===== src/hw/brp_map.svh =====
// constants of the byte-wide result port: field positions, counts and times
`ifndef BRP_MAP_SVH
`define BRP_MAP_SVH
`define BRP_SYS_PERIOD_NS 40
`define BRP_RES_W 12
`define BRP_BYTE_W 8
`define BRP_NIB_LSB 8
`define BRP_NIB_MSB 11
`define BRP_CFG_ACQ_BIT 5
`define BRP_CONV_CLKS 13
`define BRP_ACQ_CLKS 3
`define BRP_INT_DIV_CYC 6
`define BRP_CNT_W 4
`define BRP_DIV_W 3
`define BRP_RD_HIZ_MIN_NS 20
`define BRP_RD_HIZ_MAX_NS 70
`define BRP_CS_HIZ_MIN_NS 20
`define BRP_CS_HIZ_MAX_NS 100
`define BRP_RD_VALID_MAX_NS 70
`define BRP_SEL_VALID_MAX_NS 110
`define BRP_INT_CLR_MAX_NS 100
`define BRP_RD_HIZ_MIN_CYC ((`BRP_RD_HIZ_MIN_NS + `BRP_SYS_PERIOD_NS - 1) / `BRP_SYS_PERIOD_NS)
`define BRP_CS_HIZ_MAX_CYC (`BRP_CS_HIZ_MAX_NS / `BRP_SYS_PERIOD_NS)
`define BRP_INT_CLR_CYC (`BRP_INT_CLR_MAX_NS / `BRP_SYS_PERIOD_NS)
`define BRP_SEL_VALID_CYC (`BRP_SEL_VALID_MAX_NS / `BRP_SYS_PERIOD_NS)
`define BRP_ZERO_NIB 4'h0
`define BRP_ZERO_CFG 8'h00
`define BRP_ZERO_RES 12'h000
`endif


===== src/hw/brp_pkg.sv =====
// types shared by the byte-wide result port
package brp_pkg;
  // conversion sequencer states
  typedef enum logic [1:0] {
    brp_idle,
    brp_acq,
    brp_conv
  } brp_state_t;
endpackage : brp_pkg


===== src/hw/brp_edge_if.sv =====
// synchronised pin level with its edge pulses
interface brp_edge_if #(parameter int W = 1);
  logic [W-1:0] lvl; // synchronised level
  logic rise; // one-cycle pulse on a rising bit 0
  logic fall; // one-cycle pulse on a falling bit 0
  modport src (output lvl, output rise, output fall);
  modport dst (input lvl, input rise, input fall);
endinterface : brp_edge_if


===== src/hw/brp_port.sv =====
// byte-wide parallel result port of a 12-bit converter
// How it works
// - select high gives top nibble, else low byte
// - low four lines shared between both bytes
// - read fall raises done flag within 100 ns
// - read rise releases bus 20 to 70 ns
// - select rise releases bus 20 to 100 ns
// - data valid after read fall or byte change
// - conversion length counted in converter clock cycles
// - done flag goes low when result ready
// - write rise latches config and starts sequence
// - read fall with select low drives bus
`include "brp_map.svh"
module brp_port (
  input wire logic sys_clk, // 25 MHz system clock
  input wire logic srst, // synchronous reset, active high
  input wire logic cs_n, // chip select pin, active low
  input wire logic rd_n, // read strobe pin, active low
  input wire logic wr_n, // write strobe pin, active low
  input wire logic result_byte_select, // 1 selects top nibble
  input wire logic conv_clk, // external converter clock pin
  input wire logic ext_clk_mode, // 1 counts conv_clk, 0 internal divider
  input wire logic [7:0] data_in, // data lines as seen by the device
  input wire logic [11:0] core_result, // result from the converter core
  output logic [7:0] data_out, // data lines driven by the device
  output logic data_oe, // high while the device drives the lines
  output logic conv_done_n, // conversion complete, active low
  output logic [7:0] cfg_byte // last configuration byte latched
);
  // synchronised pins
  brp_edge_if #(.W(1)) cs_s ();
  brp_edge_if #(.W(1)) rd_s ();
  brp_edge_if #(.W(1)) wr_s ();
  brp_edge_if #(.W(1)) sel_s ();
  brp_edge_if #(.W(1)) cclk_s ();
  brp_edge_if #(.W(1)) mode_s ();
  brp_edge_if #(.W(8)) din_s ();

  brp_sync #(.W(1), .INIT(1'b1)) u_cs (.sys_clk(sys_clk), .srst(srst), .pin(cs_n), .sync(cs_s));
  brp_sync #(.W(1), .INIT(1'b1)) u_rd (.sys_clk(sys_clk), .srst(srst), .pin(rd_n), .sync(rd_s));
  brp_sync #(.W(1), .INIT(1'b1)) u_wr (.sys_clk(sys_clk), .srst(srst), .pin(wr_n), .sync(wr_s));
  brp_sync #(.W(1), .INIT(1'b0)) u_sel (.sys_clk(sys_clk), .srst(srst),
    .pin(result_byte_select), .sync(sel_s));
  brp_sync #(.W(1), .INIT(1'b0)) u_cclk (.sys_clk(sys_clk), .srst(srst),
    .pin(conv_clk), .sync(cclk_s));
  brp_sync #(.W(1), .INIT(1'b0)) u_mode (.sys_clk(sys_clk), .srst(srst),
    .pin(ext_clk_mode), .sync(mode_s));
  brp_sync #(.W(8), .INIT(8'h00)) u_din (.sys_clk(sys_clk), .srst(srst),
    .pin(data_in), .sync(din_s));

  brp_pkg::brp_state_t state; // sequencer state
  logic [`BRP_CNT_W-1:0] tick_cnt; // converter clocks counted in a phase
  logic [`BRP_DIV_W-1:0] div_cnt; // internal converter clock divider
  logic conv_tick; // one converter clock falling edge
  logic [11:0] result_q; // latched conversion result
  logic wr_start; // qualified write rising edge
  logic rd_start; // qualified read falling edge
  logic conv_end; // last converter clock of conversion
  logic ext_acq; // configuration asks for external acquisition

  assign wr_start = wr_s.rise & ~cs_s.lvl[0];
  assign rd_start = rd_s.fall & ~cs_s.lvl[0];
  assign ext_acq = cfg_byte[`BRP_CFG_ACQ_BIT];
  assign conv_end = (state == brp_pkg::brp_conv) & conv_tick &
    (tick_cnt == `BRP_CNT_W'(`BRP_CONV_CLKS - 1));

  // internal converter clock: divide the system clock
  always_ff @(posedge sys_clk) begin
    if (srst) begin
      div_cnt <= '0;
    end else if (div_cnt == `BRP_DIV_W'(`BRP_INT_DIV_CYC - 1)) begin
      div_cnt <= '0;
    end else begin
      div_cnt <= div_cnt + `BRP_DIV_W'(1);
    end
  end

  // converter clock edge from the pin or from the divider
  assign conv_tick = mode_s.lvl[0] ? cclk_s.fall :
    (div_cnt == `BRP_DIV_W'(`BRP_INT_DIV_CYC - 1));

  // configuration byte latch on a write rising edge when idle
  always_ff @(posedge sys_clk) begin
    if (srst) begin
      cfg_byte <= `BRP_ZERO_CFG;
    end else if (wr_start && state == brp_pkg::brp_idle) begin
      cfg_byte <= din_s.lvl;
    end
  end

  // sequencer: acquisition then conversion, counted in converter clocks
  always_ff @(posedge sys_clk) begin
    if (srst) begin
      state <= brp_pkg::brp_idle;
      tick_cnt <= '0;
    end else begin
      case (state)
        brp_pkg::brp_idle: begin
          tick_cnt <= '0;
          if (wr_start) begin
            // external acquisition: this edge ends acquisition
            if (din_s.lvl[`BRP_CFG_ACQ_BIT]) begin
              state <= brp_pkg::brp_conv;
            end else begin
              state <= brp_pkg::brp_acq;
            end
          end
        end
        brp_pkg::brp_acq: begin
          // write edges are ignored while busy; host holds it high
          if (conv_tick) begin
            if (tick_cnt == `BRP_CNT_W'(`BRP_ACQ_CLKS - 1)) begin
              tick_cnt <= '0;
              state <= brp_pkg::brp_conv;
            end else begin
              tick_cnt <= tick_cnt + `BRP_CNT_W'(1);
            end
          end
        end
        brp_pkg::brp_conv: begin
          if (conv_end) begin
            tick_cnt <= '0;
            state <= brp_pkg::brp_idle;
          end else if (conv_tick) begin
            tick_cnt <= tick_cnt + `BRP_CNT_W'(1);
          end
        end
        default: begin
          state <= brp_pkg::brp_idle;
          tick_cnt <= '0;
        end
      endcase
    end
  end

  // result latch at the end of conversion
  always_ff @(posedge sys_clk) begin
    if (srst) begin
      result_q <= `BRP_ZERO_RES;
    end else if (conv_end) begin
      result_q <= core_result;
    end
  end

  // done flag: set by conversion end, cleared by a read; set wins
  always_ff @(posedge sys_clk) begin
    if (srst) begin
      conv_done_n <= 1'b1;
    end else if (conv_end) begin
      conv_done_n <= 1'b0;
    end else if (rd_start) begin
      conv_done_n <= 1'b1;
    end
  end

  // byte mux: low byte, or top nibble on the shared low lines with upper lines zero
  always_ff @(posedge sys_clk) begin
    if (srst) begin
      data_out <= 8'h00;
    end else if (sel_s.lvl[0]) begin
      data_out <= {`BRP_ZERO_NIB, result_q[`BRP_NIB_MSB:`BRP_NIB_LSB]};
    end else begin
      data_out <= result_q[`BRP_BYTE_W-1:0];
    end
  end

  // bus drive while select and read are both low; one cycle release
  always_ff @(posedge sys_clk) begin
    if (srst) begin
      data_oe <= 1'b0;
    end else begin
      data_oe <= ~cs_s.lvl[0] & ~rd_s.lvl[0];
    end
  end

  localparam int RD_HIZ_MIN = `BRP_RD_HIZ_MIN_CYC;
  localparam int CS_HIZ_MAX = `BRP_CS_HIZ_MAX_CYC;
  localparam int INT_CLR_MAX = `BRP_INT_CLR_CYC;
endmodule : brp_port


===== src/hw/brp_sync.sv =====
// two-flop synchroniser with edge detection on bit 0
module brp_sync #(
  parameter int W = 1,
  parameter logic [W-1:0] INIT = '0
) (
  input wire logic sys_clk, // system clock
  input wire logic srst, // synchronous reset
  input wire logic [W-1:0] pin, // raw asynchronous pin
  brp_edge_if.src sync // synchronised level and edges
);
  logic [W-1:0] meta; // first stage, read only by the second
  logic [W-1:0] stage; // second stage, safe to use
  logic prev; // previous safe value of bit 0

  // double flop then one more delay for edge detection
  always_ff @(posedge sys_clk) begin
    if (srst) begin
      meta <= INIT;
      stage <= INIT;
      prev <= INIT[0];
    end else begin
      meta <= pin;
      stage <= meta;
      prev <= stage[0];
    end
  end

  assign sync.lvl = stage;
  assign sync.rise = stage[0] & ~prev;
  assign sync.fall = ~stage[0] & prev;
endmodule : brp_sync


===== config.mk =====
export PLATFORM = sky130hd
export DESIGN_NAME = brp_port
export DESIGN_NICKNAME = d
export VERILOG_FILES = /design/src/hw/brp_pkg.sv /design/src/hw/brp_edge_if.sv /design/src/hw/brp_port.sv /design/src/hw/brp_sync.sv
export VERILOG_INCLUDE_DIRS = /design/src /design/src/hw
export SDC_FILE = /design/constraint.sdc
export NUM_CORES = 1
export LEC_CHECK = 0
export BUFFER_PORTS_ARGS = -buffer_cell sky130_fd_sc_hd__buf_4
export CORE_UTILIZATION = 50
export DETAILED_ROUTE_END_ITERATION = 6
export PLACE_DENSITY = 0.73
export SKIP_LAST_GASP = 1
export SLEW_MARGIN = 15
export SYNTH_ARGS = -nofsm -noshare
export SYNTH_HDL_FRONTEND = slang
export SYNTH_SLANG_ARGS = --single-unit

===== constraint.sdc =====
create_clock -name sys_clk -period 2.77 [get_ports sys_clk]
set_input_delay 0.1385 -clock sys_clk [delete_from_list [all_inputs] [get_ports sys_clk]]
set_output_delay 0.1385 -clock sys_clk [all_outputs]
set_load 0.03 [all_outputs]

# --- Word-level counts from Yosys, hierarchy flattened ---
# Cells that the tools add are included.
op_classes:
  n_bitwise: 12
  eq_ne: 10
  muxes: 15
  add_sub_neg: 2
  reduce_logical: 7
op_table:
  columns: ["cell", "n"]
  rows:
  - ["two-way mux 4 bit", 5]
  - ["two-way mux 2 bit", 5]
  - ["bitwise AND 1 bit", 8]
  - ["inequality test 2 bit, second input constant", 4]
  - ["one-hot mux 4 bit (2 select lines)", 1]
  - ["one-hot mux 2 bit (3 select lines)", 1]
  - ["adder 4 x 1 -> 4 bit, second input constant", 1]
  - ["== test 4 x 2 -> 1 bit, second input constant", 1]
  - ["== test 4 bit, second input constant", 1]
  - ["inverter 1 bit", 4]
  - ["AND reduction 4 bit", 1]
  - ["OR reduction 2 bit", 2]
  - ["adder 3 x 1 -> 3 bit, second input constant", 1]
  - ["== test 3 bit, second input constant", 1]
  - ["two-way mux 1 bit", 3]
  - ["inequality test 3 bit, second input constant", 1]
  - ["== test 2 x 1 -> 1 bit, second input constant", 1]
  - ["== test 2 bit, second input constant", 1]
  - ["zero test 2 bit", 1]
  - ["AND reduction 2 bit", 1]
  - ["nonzero test 2 bit", 1]
  - ["logical AND 1 bit", 1]
word_totals:
  input_bits: 28
  out_inout_bits: 18
  ff_bits: 70
  word_cells: 72

# --- Depth between registers and ports, before layout ---
# Gate-level depths: netlist of run 1.
logic_depth:
  word_depth: 7
  depth_mapped: 7
  depth_no_buf: 6

# --- Cells and area by module ---
# Synthesis of run 1 repeated with hierarchy kept, for this count alone.
unflattened:
  hier_cells: 244
  hier_area_um2: 2651.3
by_module_without_submodules:
  columns: ["mod", "cells_per_inst", "n_inst", "area_each_um2", "seq_area_each_um2"]
  rows:
  - ["brp_port", 159, 1, 1611.5, 780.7]
  - ["brp_sync at u_din", 37, 1, 488.0, 340.3]
  - ["brp_sync at u_cs ...", 8, 3, 92.6, 60.1]
  - ["brp_sync at u_cclk ...", 8, 3, 91.3, 60.1]

# --- Worst setup path after synthesis of run 1 ---
# Ideal clock, no wire load.
synth_path:
  path_kind: "reg2reg"
  from: "register tick_cnt[0]"
  to: "register state[1]"
  n_path_buf: 0
  required_time_ns: 2.649
  path_slack_ns: 1.164
  setup_time_ns: 0.121
  t_arrival_ns: 1.485
  period_less_slack_ns: 1.606
  path_stages_with_launch: 7
  cell_sequence: "dfxtp_1 -> inv_1 -> ha_1 -> or3b_1 -> a22oi_2 -> o21a_4 -> mux2_4"
synth_between:
  elab_chain_cells: 4
  elab_cells_between_ends: 6
  classes_between: "4 x eq/ne; 1 x bitwise; 1 x reduce/logical"
synth_lines:
  columns: ["item", "line", "text"]
  rows:
  - ["start, declared", "brp_port.sv:52", "logic [`BRP_CNT_W-1:0] tick_cnt;"]
  - ["start signal, assigned", "brp_port.sv:116", "tick_cnt <= tick_cnt + `BRP_CNT_W'(1);"]
  - ["start signal, assigned", "brp_port.sv:125", "tick_cnt <= tick_cnt + `BRP_CNT_W'(1);"]
  - ["== test 4 bit", "brp_port.sv:65", "(tick_cnt == `BRP_CNT_W'(`BRP_CONV_CLKS - 1));"]
  - ["bitwise AND 1 bit", "brp_port.sv:64", "assign conv_end = (state == brp_pkg::brp_conv) & conv_tick &"]
  - ["inequality test 2 bit (no source line)", null, null]
  - ["AND reduction 4 bit (no source line) *", null, null]
  - ["end signal, assigned", "brp_port.sv:94", "state <= brp_pkg::brp_idle;"]
  - ["end signal, assigned", "brp_port.sv:103", "state <= brp_pkg::brp_conv;"]
  - ["end signal, assigned", "brp_port.sv:105", "state <= brp_pkg::brp_acq;"]
  - ["end, declared", "brp_port.sv:51", "brp_pkg::brp_state_t state;"]
# Mark *: on every way between the ends. The rest lies on a longest branch, timed or not.
# A chain may end at the register's enable or synchronous reset.

# --- Worst setup path in the final report of run 1 ---
layout_path:
  from: "register state[0]"
  to: "register state[1]"
layout_between:
  elab_chain_cells: 5
  elab_cells_between_ends: 11
  classes_between: "6 x eq/ne; 1 x mux; 2 x bitwise; 2 x reduce/logical"
layout_lines:
  columns: ["item", "line"]
  rows:
  - ["== test 2 bit", "brp_port.sv:64, brp_port.sv:97"]
  - ["bitwise AND 1 bit (2 in a row)", "brp_port.sv:64"]
  - ["inequality test 2 bit (no source line)", null]
  - ["AND reduction 4 bit (no source line)", null]
# Several ways; a longest one is shown, not always the timed one.

==> results of run 1 <==
## cells by family after synthesis
kind of cell / after synthesis / share of synthesized area
buffers and inverters: 16 / 0.0269
multiplexers: 27 / 0.110
flip-flops: 70 / 0.559
adder cells (fa/ha/maj): 8 / 0.0399
AND/OR/NAND/NOR: 88 / 0.201
AO/OA/AOI/OAI: 18 / 0.0643
## per-stage QoR
stage	setup slack, ns	instances	util	total power, mW
after floorplan	1.16	227	-	1.18
after global placement	0.958	331	0.605	1.23
final	0.923	358	0.670	2.03
after global routing	0.785	358	0.670	2.13
after detailed placement	0.928	331	0.605	1.24
after CTS	0.915	358	0.670	2.06
## power groups by stage
stage / clock, mW / combinational (mW) / sequential, mW
floorplan: 0 / 0.117 / 1.07
global placement: 0 / 0.162 / 1.07
detailed placement: 0 / 0.164 / 1.07
CTS: 0.837 / 0.178 / 1.05
global route: 0.882 / 0.196 / 1.05
finish: 0.806 / 0.177 / 1.05
## critical path, delay by kind of cell (launching register included)
kind            cells  cell delay, ns
flops               1            0.33
mux                 1            0.29
simple gates        1            0.20
fa+ha+maj           1            0.27
compound gates      2            0.32
buf+inv             2            0.34
## sequential cells by signal, summed over array words and instances (netlist names), 2 cells and up
| register | flops |
|---|---|
| div_cnt | 3 |
| u_din.sync.lvl | 8 |
| tick_cnt | 4 |
| result_q | 12 |
| u_din.meta | 8 |
| cfg_byte | 8 |
| state | 2 |
| data_out | 8 |
## area by class of cell
cell class | instances | area, um^2
fill | 388 | 1580
multi-input combinational | 141 | 1040
clock inverter | 6 | 70.1
sequential | 70 | 1400
inverter | 7 | 26.3
clock buffer | 10 | 128
timing repair buffer | 57 | 455
tap | 67 | 83.8
## final timing paths
check	from	to	slack [ns]
min reg2reg	u_wr.meta	u_wr.sync.lvl	0.41
min	ext_clk_mode	u_mode.meta	0.02
max	state[0]	state[1]	0.92
max reg2reg	state[0]	state[1]	0.92
## per-layer routing
layer	up-vias	track usage
met2	25	0.318
met3	7	0.0704
li1	868	-
met4	0	0.0850
met5	-	0
met1	769	0.171
## cells in the final DEF, fill, tap and decap left out, drive strengths merged
cell         synthesis  layout
a2111oi              1       1
a211oi               2       2
a21bo                1       1
a21oi                5       5
a22oi                2       2
a311o                1       1
a31o                 1       1
a31oi                1       1
a32o                 1       1
and2                 5       5
and3                 1       1
buf                  3      46
bufinv               0       1
clkbuf               6      10
clkinv               0       3
dfxtp               70      70
dlygate4sd3          0      11
ha                   8       8
inv                  7       9
mux2                 1       1
mux2i               26      26
nand2                4       4
nand2b               2       2
nand3                3       3
nand3b               2       2
nand4                2       2
nor2                32      32
nor2b               23      23
nor3b                1       1
o21a                 2       2
o21ai                1       1
or2                  9       9
or3                  2       2
or3b                 2       2
==> impl_table.tex, run 1 <==
\begin{tabular}{lr}
\hline
Metric & Value \\
\hline
\multicolumn{2}{l}{\textbf{Status}} \\
\quad Status & finished, final reports clean \\
\multicolumn{2}{l}{\textbf{Hold path}} \\
\quad Class of the most critical hold timing path & input port to flip-flop \\
\quad Worst Hold Depth & 2 \\
\multicolumn{2}{l}{\textbf{Timing}} \\
\quad Post-route minimum period & 1.85 ns \\
\quad Period utilization & 0.667 \\
\quad Hold Vio Cnt, Final & 0 \\
\quad Setup repair after global routing missed its margin & false \\
\quad Final hold slack & 0.0220 ns \\
\quad Final clock skew & 0.00941 ns \\
\quad Number of failing setup endpoints in the final timing report & 0 \\
\quad Max Transition Viols Final & 0 \\
\quad Fmax & 0.542 GHz \\
\quad Setup TNS & 0 ns \\
\quad Slew headroom & 0.590 \\
\quad Pin slew with the least headroom to its limit & 0.616 ns \\
\multicolumn{2}{l}{\textbf{Drt}} \\
\quad Detailed-routing iteration count for the pre-antenna-repair pass & 2 \\
\quad Met2 wire len & 2170 um \\
\quad Met1 WL & 1680 um \\
\quad Via density & 4.66 \\
\quad Highest Signal Layer & met4 \\
\quad Remaining design rule violation count & 0 \\
\quad Routed WL & 4050 um \\
\quad Initial DRC Count & 25 \\
\quad Final ANT Viol Nets & 0 \\
\quad Routed vias & 1669 \\
\quad Met3 WL post-DR & 140 um \\
\quad Routed WL per cell & 11.3 um \\
\multicolumn{2}{l}{\textbf{Clock network}} \\
\quad Clock root buffer & sky130\_fd\_sc\_hd\_\_clkbuf\_8 \\
\quad Inserted Clock Buffers & 9 \\
\quad Worst-Skew Late Latency & 0.34 ns \\
\quad Setup Fix Bufs, Post-CTS & 0 \\
\quad Resized cells post-CTS & 0 \\
\quad H-tree depth reported by CTS & 3 \\
\quad Clock slew at the register clock pins of the worst setup and hold paths & 0.07 ns \\
\quad Worst-case clock buffer depth & 2 \\
\quad TritonCTS Sinks & 70 \\
\quad Number of hold buffers added after CTS & 11 \\
\quad CTS tree & built \\
\multicolumn{2}{l}{\textbf{Critical path}} \\
\quad Slowest library cell on the worst path & sky130\_fd\_sc\_hd\_\_dfxtp\_1 \\
\quad Crit path largest cell delay & 0.33 ns \\
\quad Required @ worst endpoint & 3.00 ns \\
\quad Data arrival time of the critical path & 2.07 ns \\
\quad Largest fanout on the critical path & 14 \\
\quad CP Capture Type & flip-flop \\
\quad Worst setup path category & flip-flop to flip-flop \\
\quad Cells traversed along the worst timing path & inv\_1 -> ha\_1 -> nand4\_2 -> a21oi\_4 -> buf\_4 -> o21a\_4 -> mux2\_4 \\
\quad Count of cells along the worst register-to-register path & 7 \\
\quad Kind of launch point of the worst setup path & flip-flop \\
\multicolumn{2}{l}{\textbf{Die}} \\
\quad Die boundary height & 72.8 um \\
\quad Die X-Extent & 72.8 um \\
\quad Initial standard-cell utilization of the core & 0.524 \\
\quad FP Rows & 25 \\
\quad I/O Pins & 46 \\
\quad Standard cell core area & 4790 um\^{}2 \\
\quad Total Die Area & 5300 um\^{}2 \\
\multicolumn{2}{l}{\textbf{Finish}} \\
\quad Area of all placed cells without fillers & 3200 um\^{}2 \\
\quad Antenna cells & 0 \\
\quad Number of nets in the final layout & 322 \\
\quad Layout area overhead & 27.7\% \\
\quad Layout cells sized above 1 & 0.275 \\
\multicolumn{2}{l}{\textbf{Power and ir drop}} \\
\quad Internal power summed over all cells & 1.55 mW \\
\quad Register share of total power & 0.516 \\
\quad Power per cell area & 634 nW/um\^{}2 \\
\quad Worst vdd ir & 0.000460 V \\
\quad Portion of total power attributed to the clock network & 0.397 \\
\quad Reported leakage power & 1.29 nW \\
\quad Combinational cell fraction of total power & 0.087 \\
\quad Switching share of total power & 0.236 \\
\quad Total net switching power & 0.480 mW \\
\multicolumn{2}{l}{\textbf{Synthesis}} \\
\quad Synthesis-stage register bit count & 70 \\
\quad Area of the mapped netlist & 2510 um\^{}2 \\
\quad Synthesized instance count & 227 \\
\quad Library cells used by synthesis & 40 \\
\quad Fraction of registers with async set or reset after synthesis & 0 \\
\quad Area share of the largest cell type after synthesis & 0.559 \\
\quad Syn Nets & 263 \\
\quad Most instantiated cells after synthesis & sky130\_fd\_sc\_hd\_\_dfxtp\_1 (70), sky130\_fd\_sc\_hd\_\_nor2\_1 (31), sky130\_fd\_sc\_hd\_\_mux2i\_1 (26), sky130\_fd\_sc\_hd\_\_nor2b\_1 (23) \\
\quad Synthesis Warnings & 0 \\
\quad Main flop type after synthesis & sky130\_fd\_sc\_hd\_\_dfxtp\_1 \\
\quad Syn avg cell area & 11.1 um\^{}2 \\
\quad Top-count cell post-synth & sky130\_fd\_sc\_hd\_\_dfxtp\_1 \\
\quad Largest area contributor in the netlist & sky130\_fd\_sc\_hd\_\_dfxtp\_1 \\
\quad Sequential element share of the synthesized area & 0.559 \\
\quad Count of flip-flops with a built-in enable after synthesis & 0 \\
\quad Largest cells by area after synthesis & sky130\_fd\_sc\_hd\_\_dfxtp\_1 (56\%), sky130\_fd\_sc\_hd\_\_mux2i\_1 (10\%), sky130\_fd\_sc\_hd\_\_nor2b\_1 (5.7\%) \\
\multicolumn{2}{l}{\textbf{Placement}} \\
\quad Routability congestion estimate & 0.738 \\
\quad Placement Cell Area & 2900 um\^{}2 \\
\quad Count of input and output buffers & 45 \\
\quad Total half-perimeter wirelength after legalization and detailed placement & 2580 um \\
\multicolumn{2}{l}{\textbf{Global routing}} \\
\quad Number of global-route vias before repair & 1631 \\
\quad Global-route wire length before repair & 6810 um \\
\quad Largest net degree at the start of global routing & 67 \\
\quad Number of antenna violations at the first check in global routing & 0 \\
\quad Total global routing overflow & 0 \\
\quad Total GRT Usage & 0.174 \\
\multicolumn{2}{l}{\textbf{Run}} \\
\quad Max capacitance violation total & 0 \\
\hline
\end{tabular}
Power figures use the tool's default switching activity.
==> run 2: changes to the inputs <==
==> constraint.sdc (replaced) <==
create_clock -name sys_clk -period 1.71 [get_ports sys_clk]
set_input_delay 0.0855 -clock sys_clk [delete_from_list [all_inputs] [get_ports sys_clk]]
set_output_delay 0.0855 -clock sys_clk [all_outputs]
set_load 0.03 [all_outputs]
==> run 2 against run 1 <==
- setup slack worse by 0.88 ns
- cell count is 4.5% higher
- combinational power increased by 90%
- global-route usage grew 1.4 points
- largest power group unchanged
==> impl_table.tex, run 2 (same netlist as run 1, synthesis figures left out) <==
\begin{tabular}{lr}
\hline
Metric & Value \\
\hline
\multicolumn{2}{l}{\textbf{Status}} \\
\quad Status & finished, final reports clean \\
\multicolumn{2}{l}{\textbf{Global routing}} \\
\quad Largest net degree at the start of global routing & 50 \\
\quad Total global routing overflow & 0 \\
\quad Total GRT Usage & 0.188 \\
\quad Number of antenna violations at the first check in global routing & 0 \\
\quad Number of global-route vias before repair & 1688 \\
\quad Global-route wire length before repair & 7350 um \\
\multicolumn{2}{l}{\textbf{Die}} \\
\quad FP Rows & 25 \\
\quad Initial standard-cell utilization of the core & 0.524 \\
\quad I/O Pins & 46 \\
\quad Total Die Area & 5300 um\^{}2 \\
\quad Die boundary height & 72.8 um \\
\quad Die X-Extent & 72.8 um \\
\quad Standard cell core area & 4790 um\^{}2 \\
\multicolumn{2}{l}{\textbf{Clock network}} \\
\quad Setup Fix Bufs, Post-CTS & 0 \\
\quad Worst-case clock buffer depth & 2 \\
\quad Clock slew at the register clock pins of the worst setup and hold paths & 0.07 ns \\
\quad Inserted Clock Buffers & 9 \\
\quad CTS tree & built \\
\quad H-tree depth reported by CTS & 3 \\
\quad TritonCTS Sinks & 70 \\
\quad Clock root buffer & sky130\_fd\_sc\_hd\_\_clkbuf\_8 \\
\quad Worst-Skew Late Latency & 0.33 ns \\
\multicolumn{2}{l}{\textbf{Power and ir drop}} \\
\quad Reported leakage power & 1.37 nW \\
\quad Power per cell area & 974 nW/um\^{}2 \\
\quad Worst vdd ir & 0.000685 V \\
\multicolumn{2}{l}{\textbf{Drt}} \\
\quad Remaining design rule violation count & 0 \\
\quad Met3 WL post-DR & 125 um \\
\quad Routed WL per cell & 12.4 um \\
\quad Met2 wire len & 2460 um \\
\quad Initial DRC Count & 37 \\
\quad Via density & 4.65 \\
\quad Highest Signal Layer & met4 \\
\quad Routed WL & 4620 um \\
\quad Met1 WL & 1930 um \\
\quad Final ANT Viol Nets & 0 \\
\quad Detailed-routing iteration count for the pre-antenna-repair pass & 4 \\
\quad Routed vias & 1740 \\
\multicolumn{2}{l}{\textbf{Finish}} \\
\quad Layout cells sized above 1 & 0.274 \\
\quad Most frequent cells in the layout & sky130\_fd\_sc\_hd\_\_dfxtp\_1 (70), sky130\_fd\_sc\_hd\_\_buf\_4 (49), sky130\_fd\_sc\_hd\_\_nor2\_1 (31) \\
\quad Fraction of the core area covered by cells at the end of the flow & 0.711 \\
\quad Number of nets in the final layout & 340 \\
\quad Most common cell after layout, fill and taps aside & sky130\_fd\_sc\_hd\_\_dfxtp\_1 \\
\quad Antenna cells & 0 \\
\quad Total of fill cells in the finished design & 344 \\
\quad Layout area overhead & 35.7\% \\
\quad Register with the highest flop count & result\_q \\
\quad Largest register FFs & 12 \\
\multicolumn{2}{l}{\textbf{Timing}} \\
\quad Post-route minimum period & 1.66 ns \\
\quad Hold Vio Cnt, Final & 0 \\
\quad Setup repair after global routing missed its margin & false \\
\quad Slew headroom & 0.679 \\
\quad Period utilization & 0.972 \\
\quad Number of failing setup endpoints in the final timing report & 0 \\
\quad Pin slew with the least headroom to its limit & 0.482 ns \\
\quad Fmax & 0.601 GHz \\
\quad Final clock skew & 0.00532 ns \\
\quad Setup TNS & 0 ns \\
\quad Max Transition Viols Final & 0 \\
\quad Final worst setup slack & 0.0470 ns \\
\multicolumn{2}{l}{\textbf{Critical path}} \\
\quad R2r endpoint & tick\_cnt[3] \\
\quad Reg2reg start & state[0] \\
\quad Kind of launch point of the worst setup path & flip-flop \\
\quad CP Capture Type & flip-flop \\
\quad Worst R2R Setup Slack & 0.05 ns \\
\quad Count of cells along the worst register-to-register path & 6 \\
\quad Worst setup path category & flip-flop to flip-flop \\
\quad Largest fanout on the critical path & 6 \\
\quad Data arrival time of the critical path & 1.93 ns \\
\quad Required @ worst endpoint & 1.98 ns \\
\multicolumn{2}{l}{\textbf{Placement}} \\
\quad Count of input and output buffers & 45 \\
\quad Routability congestion estimate & 0.735 \\
\quad Pre-CTS setup slack & 0.00377 ns \\
\quad Total half-perimeter wirelength after legalization and detailed placement & 2660 um \\
\multicolumn{2}{l}{\textbf{Hold path}} \\
\quad Worst Hold Depth & 3 \\
\quad Worst Hold Launch & core\_result[0] \\
\quad End point of the most critical hold path & result\_q[0] \\
\quad Class of the most critical hold timing path & input port to flip-flop \\
\multicolumn{2}{l}{\textbf{Run}} \\
\quad Max capacitance violation total & 0 \\
\hline
\end{tabular}
==> run 2: what timing repair did <==
item,in CTS,in global routing
hold buffers,25,0
setup endpoints to repair,1,13
hold endpoints to repair,25,0
gates resized for setup,1,5
==> run 2: routing by layer <==
| metal | vias up | global-route usage |
|---|---|---|
| met1 | 801 | 0.200 |
| met2 | 27 | 0.334 |
| met3 | 12 | 0.0483 |
| li1 | 900 | - |
| met5 | - | 0 |
| met4 | 0 | 0.115 |
==> run 2: critical path, cell delays in order, from the launching register on <==
cell and delay (ns):
sky130_fd_sc_hd__dfxtp_1 0.38, sky130_fd_sc_hd__inv_2 0.08, sky130_fd_sc_hd__ha_4 0.19, sky130_fd_sc_hd__or2_0 0.24, sky130_fd_sc_hd__a311o_1 0.36, sky130_fd_sc_hd__a32o_1 0.23, sky130_fd_sc_hd__a21oi_2 0.13
==> run 2: area by class of cell <==
cell class                      instances  area [um^2]  share of cell area
Timing Repair Buffer                   75          638               0.188
Inverter                                7         26.3             0.00772
Sequential cell                        70         1400               0.412
Clock buffer                           13          159              0.0467
Multi-Input combinational cell        141         1060               0.313
Tap cell                               67         83.8              0.0246
Clock inverter                          1         30.0             0.00882
==> run 2: worst max-delay path by stage <==
stage / start / end / depth (start not counted)
2_1_floorplan: tick_cnt[0] / state[1] / 6
3_3_place_gp: state[0] / tick_cnt[3] / 6
3_5_place_dp: state[0] / tick_cnt[3] / 6
4_1_cts: tick_cnt[0] / state[1] / 6
5_1_grt: state[0] / tick_cnt[3] / 6
6_report: state[0] / tick_cnt[3] / 6
==> run 2: power breakdown <==
group          internal, mW  switching, mW  total (mW)
Combinational         0.180          0.155       0.336
Sequential             1.68         0.0226        1.70
Clock                 0.739          0.541        1.28
==> run 2: stage by stage <==
stage | hold slack [ns] | cell area (um^2) | power, mW | cells
global route | 0.0238 | 3400 | 3.44 | 374
CTS | 0.00699 | 3380 | 3.34 | 374
global placement | 0.274 | 2940 | 2.00 | 335
finish | 0.0297 | 3400 | 3.32 | 374
floorplan | 0.189 | 2510 | 1.92 | 227
detailed placement | 0.272 | 2940 | 2.01 | 335
